**config.mk**
```make
export PLATFORM = sky130hd
export DESIGN_NAME = ldp_decoder
export DESIGN_NICKNAME = d
export VERILOG_FILES = /design/src/rtl/ldp_decoder.v
export VERILOG_INCLUDE_DIRS = /design/src /design/src/rtl
export SDC_FILE = /design/constraint.sdc
export NUM_CORES = 1
export LEC_CHECK = 0
export ABC_AREA = 1
export BUFFER_PORTS_ARGS = -buffer_cell sky130_fd_sc_hd__buf_2
export CORE_ASPECT_RATIO = 1.5
export CORE_MARGIN = 10
export CORE_UTILIZATION = 45
export DETAILED_ROUTE_END_ITERATION = 10
export SLEW_MARGIN = 20
export SYNTH_ARGS = -nofsm -noshare
export SYNTH_HDL_FRONTEND = slang
export SYNTH_SLANG_ARGS = --single-unit
```
**constraint.sdc**
```tcl
create_clock -name ref_clk_in -period 4 [get_ports ref_clk_in]
set_clock_uncertainty 0.15 [all_clocks]
set_input_delay 0.6 -clock ref_clk_in [delete_from_list [all_inputs] [get_ports ref_clk_in]]
set_output_delay 0.6 -clock ref_clk_in [all_outputs]
set_load 0.02 [all_outputs]
```
**src/rtl/ldp_regs.vh**
```
// Timing and value constants for the dimming pin decoder.
// Assumes a 125 MHz clock; times are in nanoseconds.
`ifndef LDP_REGS_VH
`define LDP_REGS_VH
`define LDP_CLK_PERIOD_NS     8
`define LDP_MODE_UP_MIN_NS    100000
`define LDP_MODE_UP_MAX_NS    160000
`define LDP_MODE_DN_MIN_NS    420000
`define LDP_MODE_DN_MAX_NS    500000
`define LDP_SHUTDOWN_NS       1260000
`define LDP_PROG_HIGH_MAX_NS  32000
`define LDP_PRESET_OPEN_NS    35000
`define LDP_PRESET_CLOSE_NS   50000
`define LDP_START_UP_NS       140000
`define LDP_LEVEL_MAX         4'h0f
`define LDP_LEVEL_MIN         4'h0
`define LDP_CNT_W             18
`endif

```
**src/rtl/ldp_decoder.v**
```verilog
// Single-wire dimming pin decoder: brightness level and LED drive enable.
// Assumes the pin is driven by a host; clock 125 MHz, async active-low reset.
`include "ldp_regs.vh"
`default_nettype none
module ldp_decoder #(
  parameter integer SHUTDOWN_CYC = (`LDP_SHUTDOWN_NS / `LDP_CLK_PERIOD_NS),
  parameter integer START_UP_CYC = ((`LDP_START_UP_NS + `LDP_CLK_PERIOD_NS - 1) / `LDP_CLK_PERIOD_NS)
) (
  // Clock and reset
  input  wire       ref_clk_in,
  input  wire       resetn_in,
  // Control pin
  input  wire       dimming_control_pin_in,
  // Unit side
  output reg  [3:0] level_out,
  output reg        led_enable_out
);

// ------------------------------------------------------------
// Timing counts
// ------------------------------------------------------------
// Low windows are accepted inclusively at the printed limits.
localparam integer UP_MIN_I  = (`LDP_MODE_UP_MIN_NS + `LDP_CLK_PERIOD_NS - 1) / `LDP_CLK_PERIOD_NS;
localparam integer UP_MAX_I  = `LDP_MODE_UP_MAX_NS / `LDP_CLK_PERIOD_NS;
localparam integer DN_MIN_I  = (`LDP_MODE_DN_MIN_NS + `LDP_CLK_PERIOD_NS - 1) / `LDP_CLK_PERIOD_NS;
localparam integer DN_MAX_I  = `LDP_MODE_DN_MAX_NS / `LDP_CLK_PERIOD_NS;
localparam integer HI_MAX_I  = `LDP_PROG_HIGH_MAX_NS / `LDP_CLK_PERIOD_NS;
localparam integer PS_OPEN_I = (`LDP_PRESET_OPEN_NS + `LDP_CLK_PERIOD_NS - 1) / `LDP_CLK_PERIOD_NS;
localparam integer PS_SHUT_I = `LDP_PRESET_CLOSE_NS / `LDP_CLK_PERIOD_NS;
localparam integer ONE_I     = 1;

// Counts are cut to the counter width on purpose
localparam [`LDP_CNT_W-1:0] UP_MIN  = UP_MIN_I[`LDP_CNT_W-1:0];
localparam [`LDP_CNT_W-1:0] UP_MAX  = UP_MAX_I[`LDP_CNT_W-1:0];
localparam [`LDP_CNT_W-1:0] DN_MIN  = DN_MIN_I[`LDP_CNT_W-1:0];
localparam [`LDP_CNT_W-1:0] DN_MAX  = DN_MAX_I[`LDP_CNT_W-1:0];
localparam [`LDP_CNT_W-1:0] HI_MAX  = HI_MAX_I[`LDP_CNT_W-1:0];
localparam [`LDP_CNT_W-1:0] PS_OPEN = PS_OPEN_I[`LDP_CNT_W-1:0];
localparam [`LDP_CNT_W-1:0] PS_SHUT = PS_SHUT_I[`LDP_CNT_W-1:0];
localparam [`LDP_CNT_W-1:0] SD_CYC  = SHUTDOWN_CYC[`LDP_CNT_W-1:0];
localparam [`LDP_CNT_W-1:0] SU_CYC  = START_UP_CYC[`LDP_CNT_W-1:0];
localparam [`LDP_CNT_W-1:0] CNT_ONE = ONE_I[`LDP_CNT_W-1:0];

// ------------------------------------------------------------
// States
// ------------------------------------------------------------
localparam [3:0] ST_OFF    = 4'h1;
localparam [3:0] ST_WAIT   = 4'h2;
localparam [3:0] ST_PRESET = 4'h4;
localparam [3:0] ST_RUN    = 4'h8;

reg  [3:0]            state_reg;
reg  [1:0]            sync_reg;
reg                   pin_reg;
reg  [`LDP_CNT_W-1:0] cnt_reg;
reg                   mode_up_reg;
reg                   pend_reg;
reg                   burst_reg;
reg                   armed_reg;

wire pin  = sync_reg[1];
wire fall = pin_reg & ~pin;
wire rise = ~pin_reg & pin;

// Wrapping step in either direction
function [3:0] step;
  input [3:0] lvl;
  input       up;
  begin
    step = up ? lvl + 4'h1 : lvl - 4'h1;
  end
endfunction

// ------------------------------------------------------------
// Duration decode
// ------------------------------------------------------------
// Inclusive range test on the running duration count
function in_range;
  input [`LDP_CNT_W-1:0] val;
  input [`LDP_CNT_W-1:0] lo;
  input [`LDP_CNT_W-1:0] hi;
  begin
    in_range = (val >= lo) && (val <= hi);
  end
endfunction

// The count equals the level's length in cycles at the next edge
wire in_up_win = in_range(cnt_reg, UP_MIN, UP_MAX);
wire in_dn_win = in_range(cnt_reg, DN_MIN, DN_MAX);
// Falling edges outside this window disarm preset for the whole start-up
wire in_ps_win = in_range(cnt_reg, PS_OPEN, PS_SHUT);
wire hi_ok     = (cnt_reg <= HI_MAX);
wire su_done   = pin && (cnt_reg >= SU_CYC);
// Shutdown outranks every state so a stuck low always clears
wire long_low  = !pin && (cnt_reg >= SD_CYC);

// ------------------------------------------------------------
// Pin synchroniser
// ------------------------------------------------------------
always @(posedge ref_clk_in or negedge resetn_in) begin
  if (!resetn_in) begin
    sync_reg <= 2'h0;
  end else begin
    sync_reg <= {sync_reg[0], dimming_control_pin_in};
  end
end

// Edge register holds the previous synchronised level
always @(posedge ref_clk_in or negedge resetn_in) begin
  if (!resetn_in) begin
    pin_reg <= 1'b0;
  end else begin
    pin_reg <= pin;
  end
end

// ------------------------------------------------------------
// Decoder
// ------------------------------------------------------------
// Counter restarts at each pin change and saturates, so long levels never wrap.
always @(posedge ref_clk_in or negedge resetn_in) begin
  if (!resetn_in) begin
    state_reg      <= ST_OFF;
    cnt_reg        <= {`LDP_CNT_W{1'b0}};
    mode_up_reg    <= 1'b0;
    pend_reg       <= 1'b0;
    burst_reg      <= 1'b0;
    armed_reg      <= 1'b0;
    level_out      <= `LDP_LEVEL_MAX;
    led_enable_out <= 1'b0;
  end else begin
    if (rise || fall)
      cnt_reg <= CNT_ONE;
    else if (cnt_reg != {`LDP_CNT_W{1'b1}})
      cnt_reg <= cnt_reg + CNT_ONE;
    if (long_low && state_reg != ST_OFF) begin
      state_reg      <= ST_OFF;
      level_out      <= `LDP_LEVEL_MAX;
      mode_up_reg    <= 1'b0;
      led_enable_out <= 1'b0;
      pend_reg       <= 1'b0;
      burst_reg      <= 1'b0;
    end else begin
      case (state_reg)
        ST_OFF: begin
          if (rise) begin
            state_reg   <= ST_WAIT;
            level_out   <= `LDP_LEVEL_MAX;
            mode_up_reg <= 1'b0;
            armed_reg   <= 1'b0;
          end
        end
        ST_WAIT: begin
          if (fall && !armed_reg && in_ps_win) begin
            state_reg <= ST_PRESET;
            level_out <= step(level_out, 1'b0);
          end else if (fall) begin
            armed_reg <= 1'b1;
          end else if (su_done) begin
            state_reg      <= ST_RUN;
            led_enable_out <= 1'b1;
          end
        end
        ST_PRESET: begin
          if (fall)
            level_out <= step(level_out, 1'b0);
          else if (su_done) begin
            state_reg      <= ST_RUN;
            led_enable_out <= 1'b1;
          end
        end
        ST_RUN: begin
          if (rise) begin
            pend_reg <= 1'b0;
            if (in_up_win) begin
              mode_up_reg <= 1'b1;
              pend_reg    <= 1'b1;
            end else if (in_dn_win) begin
              mode_up_reg <= 1'b0;
              pend_reg    <= 1'b1;
            end
          end
          if (fall) begin
            if (pend_reg && hi_ok) begin
              level_out <= step(level_out, mode_up_reg);
              burst_reg <= 1'b1;
            end else if (burst_reg && hi_ok) begin
              level_out <= step(level_out, mode_up_reg);
            end else begin
              burst_reg <= 1'b1;
            end
            pend_reg <= 1'b0;
          end
          // At a rise the count is the low length, not a high time
          if (pin && !rise && !hi_ok) begin
            burst_reg <= 1'b0;
            pend_reg  <= 1'b0;
          end
        end
        default: state_reg <= ST_OFF;
      endcase
    end
  end
end

endmodule
`default_nettype wire

```
Yosys cells after proc, flatten, opt, wreduce, memory -nomap -nowiden
Index checks and enable logic that the tools add are counted.
{"block": "word_totals", "reg_bits": 34, "latchBits": 0, "mem_bits_rw": 0, "mem_bits_ro": 0, "in_bits": 3, "out_inout_bits": 5, "mem_count": 0}
{"block": "op_classes", "addsub": 3, "multipliers": 0, "div_mod_pow": 0, "n_lt_le_gt_ge": 9, "eq_ne": 19, "n_shift": 0, "muxes": 44, "bitwise_logic": 5, "n_reduce_logical": 32}
{"op": "$mux 4", "count": 13}
{"op": "$mux 18", "count": 2}
{"op": "$pmux 4 s4", "count": 2}
{"op": "$mux 1", "count": 24}
{"op": "$add 18x1->18 const B", "count": 1}
{"op": "$ge 18x13->1 const B", "count": 1}
{"op": "$ge 18x14->1 const B", "count": 1}
{"op": "$ge 18x15->1 const B", "count": 1}
{"op": "$ge 18x16->1 const B", "count": 1}
{"op": "$ge 18x18->1 const B", "count": 1}
{"op": "$le 18x12->1 const B", "count": 1}
{"op": "$le 18x13->1 const B", "count": 1}
{"op": "$le 18x15->1 const B", "count": 1}
{"op": "$le 18x16->1 const B", "count": 1}
{"op": "$ne 18x18->1 const B", "count": 1}
{"op": "$ne 3x3->1 const B", "count": 6}
{"op": "$logic_and 1x1->1", "count": 12}
{"op": "$reduce_bool 3->1", "count": 3}
{"op": "$ne 2x2->1 const B", "count": 4}
{"op": "$ne 4x4->1 const B", "count": 2}
{"op": "$pmux 1 s2", "count": 3}
{"op": "$reduce_and 2->1", "count": 3}
{"op": "$reduce_and 6->1", "count": 1}
{"op": "$reduce_bool 2->1", "count": 3}
{"op": "other kinds (17)", "count": 23}

Longest topological paths before layout
Gate-level depths: netlist of the first run.
{"block": "depth", "ltp_word": 9, "depth_mapped": 16}

Worst setup path after synthesis of the first run
OpenSTA, ideal clock, no wires.
{"block": "synth_timing", "path_kind": "register to register", "from": "register cnt_reg[1]", "to": "register cnt_reg[9]", "arrival_ns": 1.534, "t_required_ns": 3.727, "setup_slack_ns": 2.192, "path_stages_with_launch": 13, "path_buffers": 0, "period_less_slack_ns": 1.808, "path_cell_list": "dfrtp_1 -> ha_1 -> inv_1 -> nor2_4 -> nand2_2 -> nor3_4 -> nand2_2 -> nor2_2 -> nand2_2 -> nor2_4 -> o21ai_0 -> nand2_1 -> nor2_1"}
{"block": "synth_between", "elab_chain_cells": 3}
{"item": "start, declared", "line": "ldp_decoder.v:55", "text": "reg [`LDP_CNT_W-1:0] cnt_reg;"}
{"item": "start signal, assigned", "line": "ldp_decoder.v:124", "text": "cnt_reg <= {`LDP_CNT_W{1'b0}};"}
{"item": "start signal, assigned", "line": "ldp_decoder.v:135", "text": "cnt_reg <= cnt_reg + CNT_ONE;"}
{"item": "$add 18x1->18", "line": "ldp_decoder.v:135"}
{"item": "$mux 18", "line": "ldp_decoder.v:134", "text": "else if (cnt_reg != {`LDP_CNT_W{1'b1}})"}
{"item": "$mux 18", "line": "ldp_decoder.v:132", "text": "if (rise || fall)"}
Parallel ways exist; a longest one is shown, timed or not. The select of a mux whose other input is x is not followed.
A chain may end at the register's enable or synchronous reset.

Final worst setup path of the first run
{"block": "layout_timing", "from": "register cnt_reg[6]", "to": "register level_out[0]"}
{"block": "layout_between", "elab_chain_cells": 6}
{"item": "$le 18x12->1", "line": "ldp_decoder.v:92", "text": "wire hi_ok = (cnt_reg <= HI_MAX);"}
{"item": "$logic_and 1x1->1", "line": "ldp_decoder.v:184", "text": "if (pend_reg && hi_ok) begin"}
{"item": "$mux 4", "line": "ldp_decoder.v:184"}
{"item": "$mux 4", "line": "ldp_decoder.v:183", "text": "if (fall) begin"}
{"item": "$pmux 4 s4", "line": "ldp_decoder.v:144", "text": "case (state_reg)"}
{"item": "$mux 4", "line": "ldp_decoder.v:136", "text": "if (long_low && state_reg != ST_OFF) begin"}
{"item": "end signal, assigned", "line": "ldp_decoder.v:138", "text": "level_out <= `LDP_LEVEL_MAX;"}
{"item": "end signal, assigned", "line": "ldp_decoder.v:148", "text": "level_out <= `LDP_LEVEL_MAX;"}
{"item": "end signal, assigned", "line": "ldp_decoder.v:185", "text": "level_out <= step(level_out, mode_up_reg);"}
{"item": "end, declared", "line": "ldp_decoder.v:15", "text": "output reg [3:0] level_out,"}
Parallel ways exist; a longest one is shown, timed or not. The select of a mux whose other input is x is not followed.

==> reports/qor.csv, run 1 <==
metric,value,unit
worst r2r src,cnt_reg[6],
Port Buffers,7,
Nets,387,
Clock Path Buffers,2,
H-tree levels,2,
MaxCap Viol Count,0,
most frequent CP cell,nand2_1,
critical path startpoint category,flop,
chip width,82.3,µm
routed vias/inst,5.43,
gp weighted congestion,0.948,
unrepaired setup endpoints after global routing,no,
worst setup path endpoint,level_out[0],
worst-skew pair later-pin latency,0.29,ns
post-synth cell types,39,
max incr delay on CP,0.51,ns
TritonCTS buffer count,5,
"top cells by count, synth","nand2_1, nor2_1, inv_1",
area of the multi-input gates,1500,µm²
Post-Syn Instances,371,
Synth area leader,dfrtp_1,
critical path class,flop to flop,
Fillers,621,
worst hold path type,flop to flop,
maximum fanout along the worst path,13,
sequential cell area,857,µm²
DRC viols,0,
die height,114,µm
Routed WL,7270,µm
PD cells,408,nW/µm²
flop2flop setup slack,1.89,ns
peak supply drop,0.000193,V
vias in the first global route,2482,
Post-DP HPWL,5910,µm
FMAX,473,MHz
fin. max-slew vios,0,
clock sinks,34,
placed cell area,2680,µm²
via count,2445,
Worst R2R End,level_out[0],
crit path from,cnt_reg[6],
worst r2r path cells,13,
Post-Syn Area,2620,µm²
# hold bufs at CTS,0,
Hold Startpoint,sync_reg[0],
syn_area_per_cell,7.07,µm²
"FFs w/ async S/R, synth",1.00,
worst slew pin tran,0.792,ns
first-pass GRT wire length,12000,µm
Synth top area share,0.277,
# IOs,8,
"Reg clk slew, reported paths",0.07,ns
Syn Nets,381,
PostCTS Resize Cnt,0,
area delta synth->final,6.34,%
final worst path period share,0.528,
WL/cell,16.2,µm
Worst path slowest cell,dfrtp_1,
fin util,0.486,
number of routed nets with antenna violations,0,
"Seq/Total Area, Yosys",0.327,
core region area,5740,µm²
Worst setup EP type,flop,
DR iter-0 viols,71,
Final setup viols,0,
Synth Register Bits,34,
WP data arrival,2.18,ns
DR pass1 iterations,4,
most common cell in the synthesized netlist,nand2_1,
number of synthesized flops with an enable pin,0,
final hold vios,0,
CP cell instances,clkinv_1 -> nand2_2 -> nand2_1 -> nand2_1 -> nand2_1 -> nand2_2 -> nand3_4 -> nand2_4 -> nor2_2 -> nor2_4 -> nand2_2 -> nand2_1 -> nand2_1,
crit path time final,2.11,ns
layout cells sized above 1,0.135,
grt ovf,0,
initial antenna violation count,0,
CTS root buffer,clkbuf_8,
Yosys warning count,0,
TritonCTS clock tree,yes,
LEAKAGE,1.35,nW
FP Rows,34,
synth top area cells,"dfrtp_1, nand2_1, nor2_1",
outcome,"finished, final reports clean",
TNS Setup,0,ns
slew margin rel.,0.472,
worst path required time,4.07,ns
global-route usage over all layers,0.166,
max reg flops,18,
die area,9350,µm²
fin area,2790,µm²
Initial Util,0.457,
number of diodes,0,
predominant post-synthesis flop cell,dfrtp_1,
# Post-CTS Setup Buffers,0,
largest net degree at the start of global routing,35,
==> cells in the final DEF (no fill, tap or decap), types with 4 or more instances in the layout <==
master     n
a21oi_1   11
a31oi_1    6
buf_2      7
clkbuf_8   5
dfrtp_1   29
dfstp_2    5
ha_1       7
inv_1     51
nand2_1   66
nand2_2   11
nand2_4    4
nand3_1   33
nand4_1    9
nor2_1    54
nor2_4     4
nor3_1    11
o211ai_1   4
o21ai_0   22
o31ai_1    4
xor2_1     4
==> power breakdown <==
| part | switching [mW] | internal [mW] | total (mW) | leakage (nW) |
|---|---|---|---|---|
| logic | 0.242 | 0.123 | 0.365 | 0.853 |
| clock network | 0.127 | 0.186 | 0.314 | 0.0524 |
| registers | 0.0527 | 0.407 | 0.460 | 0.444 |
| total | 0.422 | 0.717 | 1.14 | 1.35 |
==> critical path: cells and delay by family, from the launching register on <==
family        cells  cell delay, ns
buf+inv           1            0.20
simple gates     12            1.19
flops             1            0.51
==> how the worst min path moves through the flow <==
| stage | to | cells after the start |
|---|---|---|
| 4_1_cts | sync_reg[1] | 0 |
| 5_1_grt | sync_reg[1] | 0 |
| 2_1_floorplan | armed_reg | 0 |
| 3_5_place_dp | sync_reg[1] | 0 |
| 6_report | sync_reg[1] | 0 |
| 3_3_place_gp | sync_reg[1] | 0 |
==> final cells by class <==
cell class,instances,area share
Inverter,54,0.0726
Tap cell,72,0.0323
Multi-Input combinational cell,275,0.537
Timing Repair Buffer,7,0.0126
Clock buffer,7,0.0274
Clock inverter,1,0.0108
Sequential cell,34,0.307
==> metal layers <==
metal / vias to the layer above / global-route usage / routed length, µm / part of all wire
li1: 1237 / - / - / -
met1: 1130 / 0.163 / 2670 / 0.37
met2: 52 / 0.302 / 4010 / 0.55
met3: 26 / 0.0307 / 226 / 0.031
met4: 0 / 0.104 / 365 / 0.050
met5: - / 0 / 0 / 0
==> per-stage QoR <==
step	setup slack [ns]	std cells	hold WS [ns]	total power, mW
after floorplan	2.19	371	0.154	0.731
after global placement	1.89	442	0.200	0.827
after detailed placement	1.91	442	0.208	0.836
after CTS	1.88	450	0.215	1.15
after global routing	1.67	450	0.217	1.22
final	1.89	450	0.211	1.14
==> cells by family (layout without fill, tap and decap cells) <==
kind of cell / Yosys count / after routing / synth area share
and+or+nand+nor: 204 / 204 / 0.387
buffers and inverters: 62 / 69 / 0.102
AOI/OAI and AO/OA: 59 / 59 / 0.134
DFF: 34 / 34 / 0.327
adders and majority gates: 7 / 7 / 0.0334
xor gates and xnor gates: 5 / 5 / 0.0167
(Power assumes the default switching activity.)
==> run 2, diff against run 1 <==
--- a/config.mk
+++ b/config.mk
@@ -6,7 +6,7 @@
 export SDC_FILE = /design/constraint.sdc
 export NUM_CORES = 1
 export LEC_CHECK = 0
-export ABC_AREA = 1
+export ABC_AREA = 0
 export BUFFER_PORTS_ARGS = -buffer_cell sky130_fd_sc_hd__buf_2
 export CORE_ASPECT_RATIO = 1.5
 export CORE_MARGIN = 10
==> constraint.sdc (replaced) <==
create_clock -name ref_clk_in -period 1.7 [get_ports ref_clk_in]
set_clock_uncertainty 0.15 [all_clocks]
set_input_delay 0.255 -clock ref_clk_in [delete_from_list [all_inputs] [get_ports ref_clk_in]]
set_output_delay 0.255 -clock ref_clk_in [all_outputs]
set_load 0.02 [all_outputs]
==> run 2 against run 1 <==
The run now ends with negative setup slack left. Fmax is 4.7% lower. Worst setup slack worse by 2.4 ns. Area after synthesis fell by 7.1%. Sequential share of layout area fell by 7.7 points. Non-clock buffer count grew 106. Largest power group is now combinational cells. Critical endpoint is now level_out[2]. Global-route usage increased by 1.5 points. Cell count is 0.22% higher. Clock-buffer cell count stayed put.
==> reports/qor.csv, run 2 <==
metric,value,unit
Worst path slowest cell,or4b_4,
failing checks,negative setup slack,
syn_area_per_cell,8.59,µm²
Synth Register Bits,34,
placed insts,425,
gp weighted congestion,0.955,
worst path required time,1.79,ns
max incr delay on CP,0.50,ns
"commonest non-fill, non-tap cell in the layout",buf_4,
Reg power frac,0.353,
die area,8820,µm²
WL/cell,17.2,µm
PD cells,794,nW/µm²
TritonCTS clock tree,yes,
slew margin rel.,0.731,
global-route usage over all layers,0.181,
Fillers,390,
number of synthesized flops with an enable pin,0,
"top cells by count, synth","dfrtp_1, nand2_1, nor2_1",
max reg flops,18,
maximum fanout along the worst path,4,
FMAX,451,MHz
CTS root buffer,clkbuf_8,
Hold Startpoint,sync_reg[0],
synth top area cells,"dfrtp_1, dfstp_2, xnor2_1",
area delta synth->final,55.2,%
crit path from,cnt_reg[0],
clock sinks,34,
Synth top area share,0.298,
Sw Share,0.358,
initial antenna violation count,0,
Worst Path Buf+Inv,1,
most common cell in the synthesized netlist,dfrtp_1,
WP data arrival,2.30,ns
die height,110,µm
unrepaired setup endpoints after global routing,yes,
post-synth cell types,64,
Post-Syn Instances,284,
Worst setup EP type,flop,
final worst setup slack,-0.517,ns
first-pass GRT wire length,12600,µm
Routed WL,7780,µm
Post-Syn Area,2440,µm²
routed vias/inst,5.65,
Port Buffers,7,
final std cells w/o fill,451,
layout cells sized above 1,0.509,
grt ovf,0,
final worst path period share,1.30,
crit path time final,2.22,ns
most frequent cells in the layout,"buf_4, dfrtp_1, nand2_1, nor2_1, xnor2_1",
H-tree levels,2,
most frequent CP cell,a2bb2oi_2,
DR pass1 iterations,4,
outcome,"complete, but fails checks",
Final setup viols,31,
largest net degree at the start of global routing,21,
vias in the first global route,2591,
DR iter-0 viols,107,
"Seq/Total Area, Yosys",0.351,
DRC viols,0,
core region area,5200,µm²
TNS Setup,-11.56,ns
"Reg clk slew, reported paths",0.08,ns
sw power,1.08,mW
fin. max-slew vios,0,
predominant post-synthesis flop cell,dfrtp_1,
critical path class,flop to flop,
Initial Util,0.469,
Yosys warning count,0,
fin util,0.727,
"FFs w/ async S/R, synth",1.00,
worst r2r src,cnt_reg[0],
chip width,80.1,µm
number of routed nets with antenna violations,0,
"delay-heaviest family, CP",compound AO/OA/AOI/OAI gates,
number of diodes,0,
worst slew pin tran,0.403,ns
clock share of power,0.214,
hold_ws,0.201,ns
Post-DP HPWL,5450,µm
worst hold path type,flop to flop,
TritonCTS buffer count,5,
via count,2550,
critical path startpoint category,flop,
Comb power frac,0.434,
MaxCap Viol Count,0,
LEAKAGE,1.63,nW
CP cell instances,inv_2 -> ha_4 -> or4b_4 -> a21oi_4 -> o211ai_1 -> a2bb2oi_2 -> o21a_1 -> a2bb2oi_2,
FP Rows,32,
cell-internal power,1.93,mW
worst-skew pair later-pin latency,0.29,ns
Nets,392,
Clock Path Buffers,2,
peak supply drop,0.000670,V
final hold vios,0,
Syn Nets,294,
Synth area leader,dfrtp_1,
# IOs,8,
run 2: changes by cell type after synthesis, moves of 5 or more:
cell and change:
nand2_2 -11, a21boi_0 +5, inv_1 -36, nand2b_1 +5, and2_1 +10, nor2_1 -37
nand2_1 -46, nand3_1 -26, buf_2 +8, xnor2_1 +13, clkbuf_1 +8, o21ai_0 -6
run 2: repair_timing:
item                       4_1_cts  5_1_grt
hold endpoints to repair        11        0
setup buffers                   14        4
pin swaps                       36       23
resized for setup               51       23
hold buffers                     2        0
setup endpoints to repair       31       31
cloned                           0        0
run 2: layout make-up:
class	instances	area (µm²)	area share
multi-input cells	213	1790	0.473
repair buffers	113	890	0.235
flip-flops and latches	34	870	0.230
clock buffers	7	86.3	0.0228
well taps	68	85.1	0.0225
inverters	15	58.8	0.0155
clock inverters	1	5.00	0.00132
run 2: power groups by stage:
| stage | logic, mW | clock network [mW] | registers (mW) |
|---|---|---|---|
| 2_1_floorplan | 0.611 | 0 | 1.10 |
| 3_3_place_gp | 1.08 | 0 | 1.06 |
| 3_5_place_dp | 1.09 | 0 | 1.07 |
| 4_1_cts | 1.22 | 0.649 | 1.06 |
| 5_1_grt | 1.41 | 0.680 | 1.08 |
| 6_report | 1.30 | 0.642 | 1.06 |
run 2: kinds of logic (layout without fill, tap and decap cells):
family | after synthesis | after routing | synth area share
muxes | 1 | 1 | 0.00410
xor gates and xnor gates | 16 | 16 | 0.0575
buffers and inverters | 37 | 136 | 0.0687
DFF | 34 | 34 | 0.351
AOI/OAI and AO/OA | 76 | 76 | 0.214
and+or+nand+nor | 113 | 113 | 0.268
adders and majority gates | 7 | 7 | 0.0359
run 2: path summary, 6_finish.rpt:
path                       cells past startpoint        endpoint  slack [ns]
setup reg to reg                               8    level_out[2]       -0.52
min in group asynchronous                      2  led_enable_out        0.26
hold / removal                                 0     sync_reg[1]        0.20
setup / recovery                               8    level_out[2]       -0.52
hold reg to reg                                0     sync_reg[1]        0.20
max in group asynchronous                      3    state_reg[0]        0.62
run 2: metal layers:
layer / vias to the layer above / global-route usage / share of wire / routed length (µm)
met5: - / 0 / 0 / 0
met3: 28 / 0.0276 / 0.030 / 236
li1: 1224 / - / - / -
met2: 60 / 0.340 / 0.56 / 4380
met1: 1238 / 0.182 / 0.35 / 2760
met4: 0 / 0.105 / 0.052 / 407
run 2: stage by stage:
step / total power, mW / setup slack (ns) / instance area, µm²
4_1_cts: 2.93 / -0.493 / 3690
3_3_place_gp: 2.14 / -0.461 / 3240
6_report: 3.01 / -0.517 / 3780
5_1_grt: 3.17 / -0.601 / 3780
2_1_floorplan: 1.71 / -0.370 / 2600
3_5_place_dp: 2.16 / -0.497 / 3240
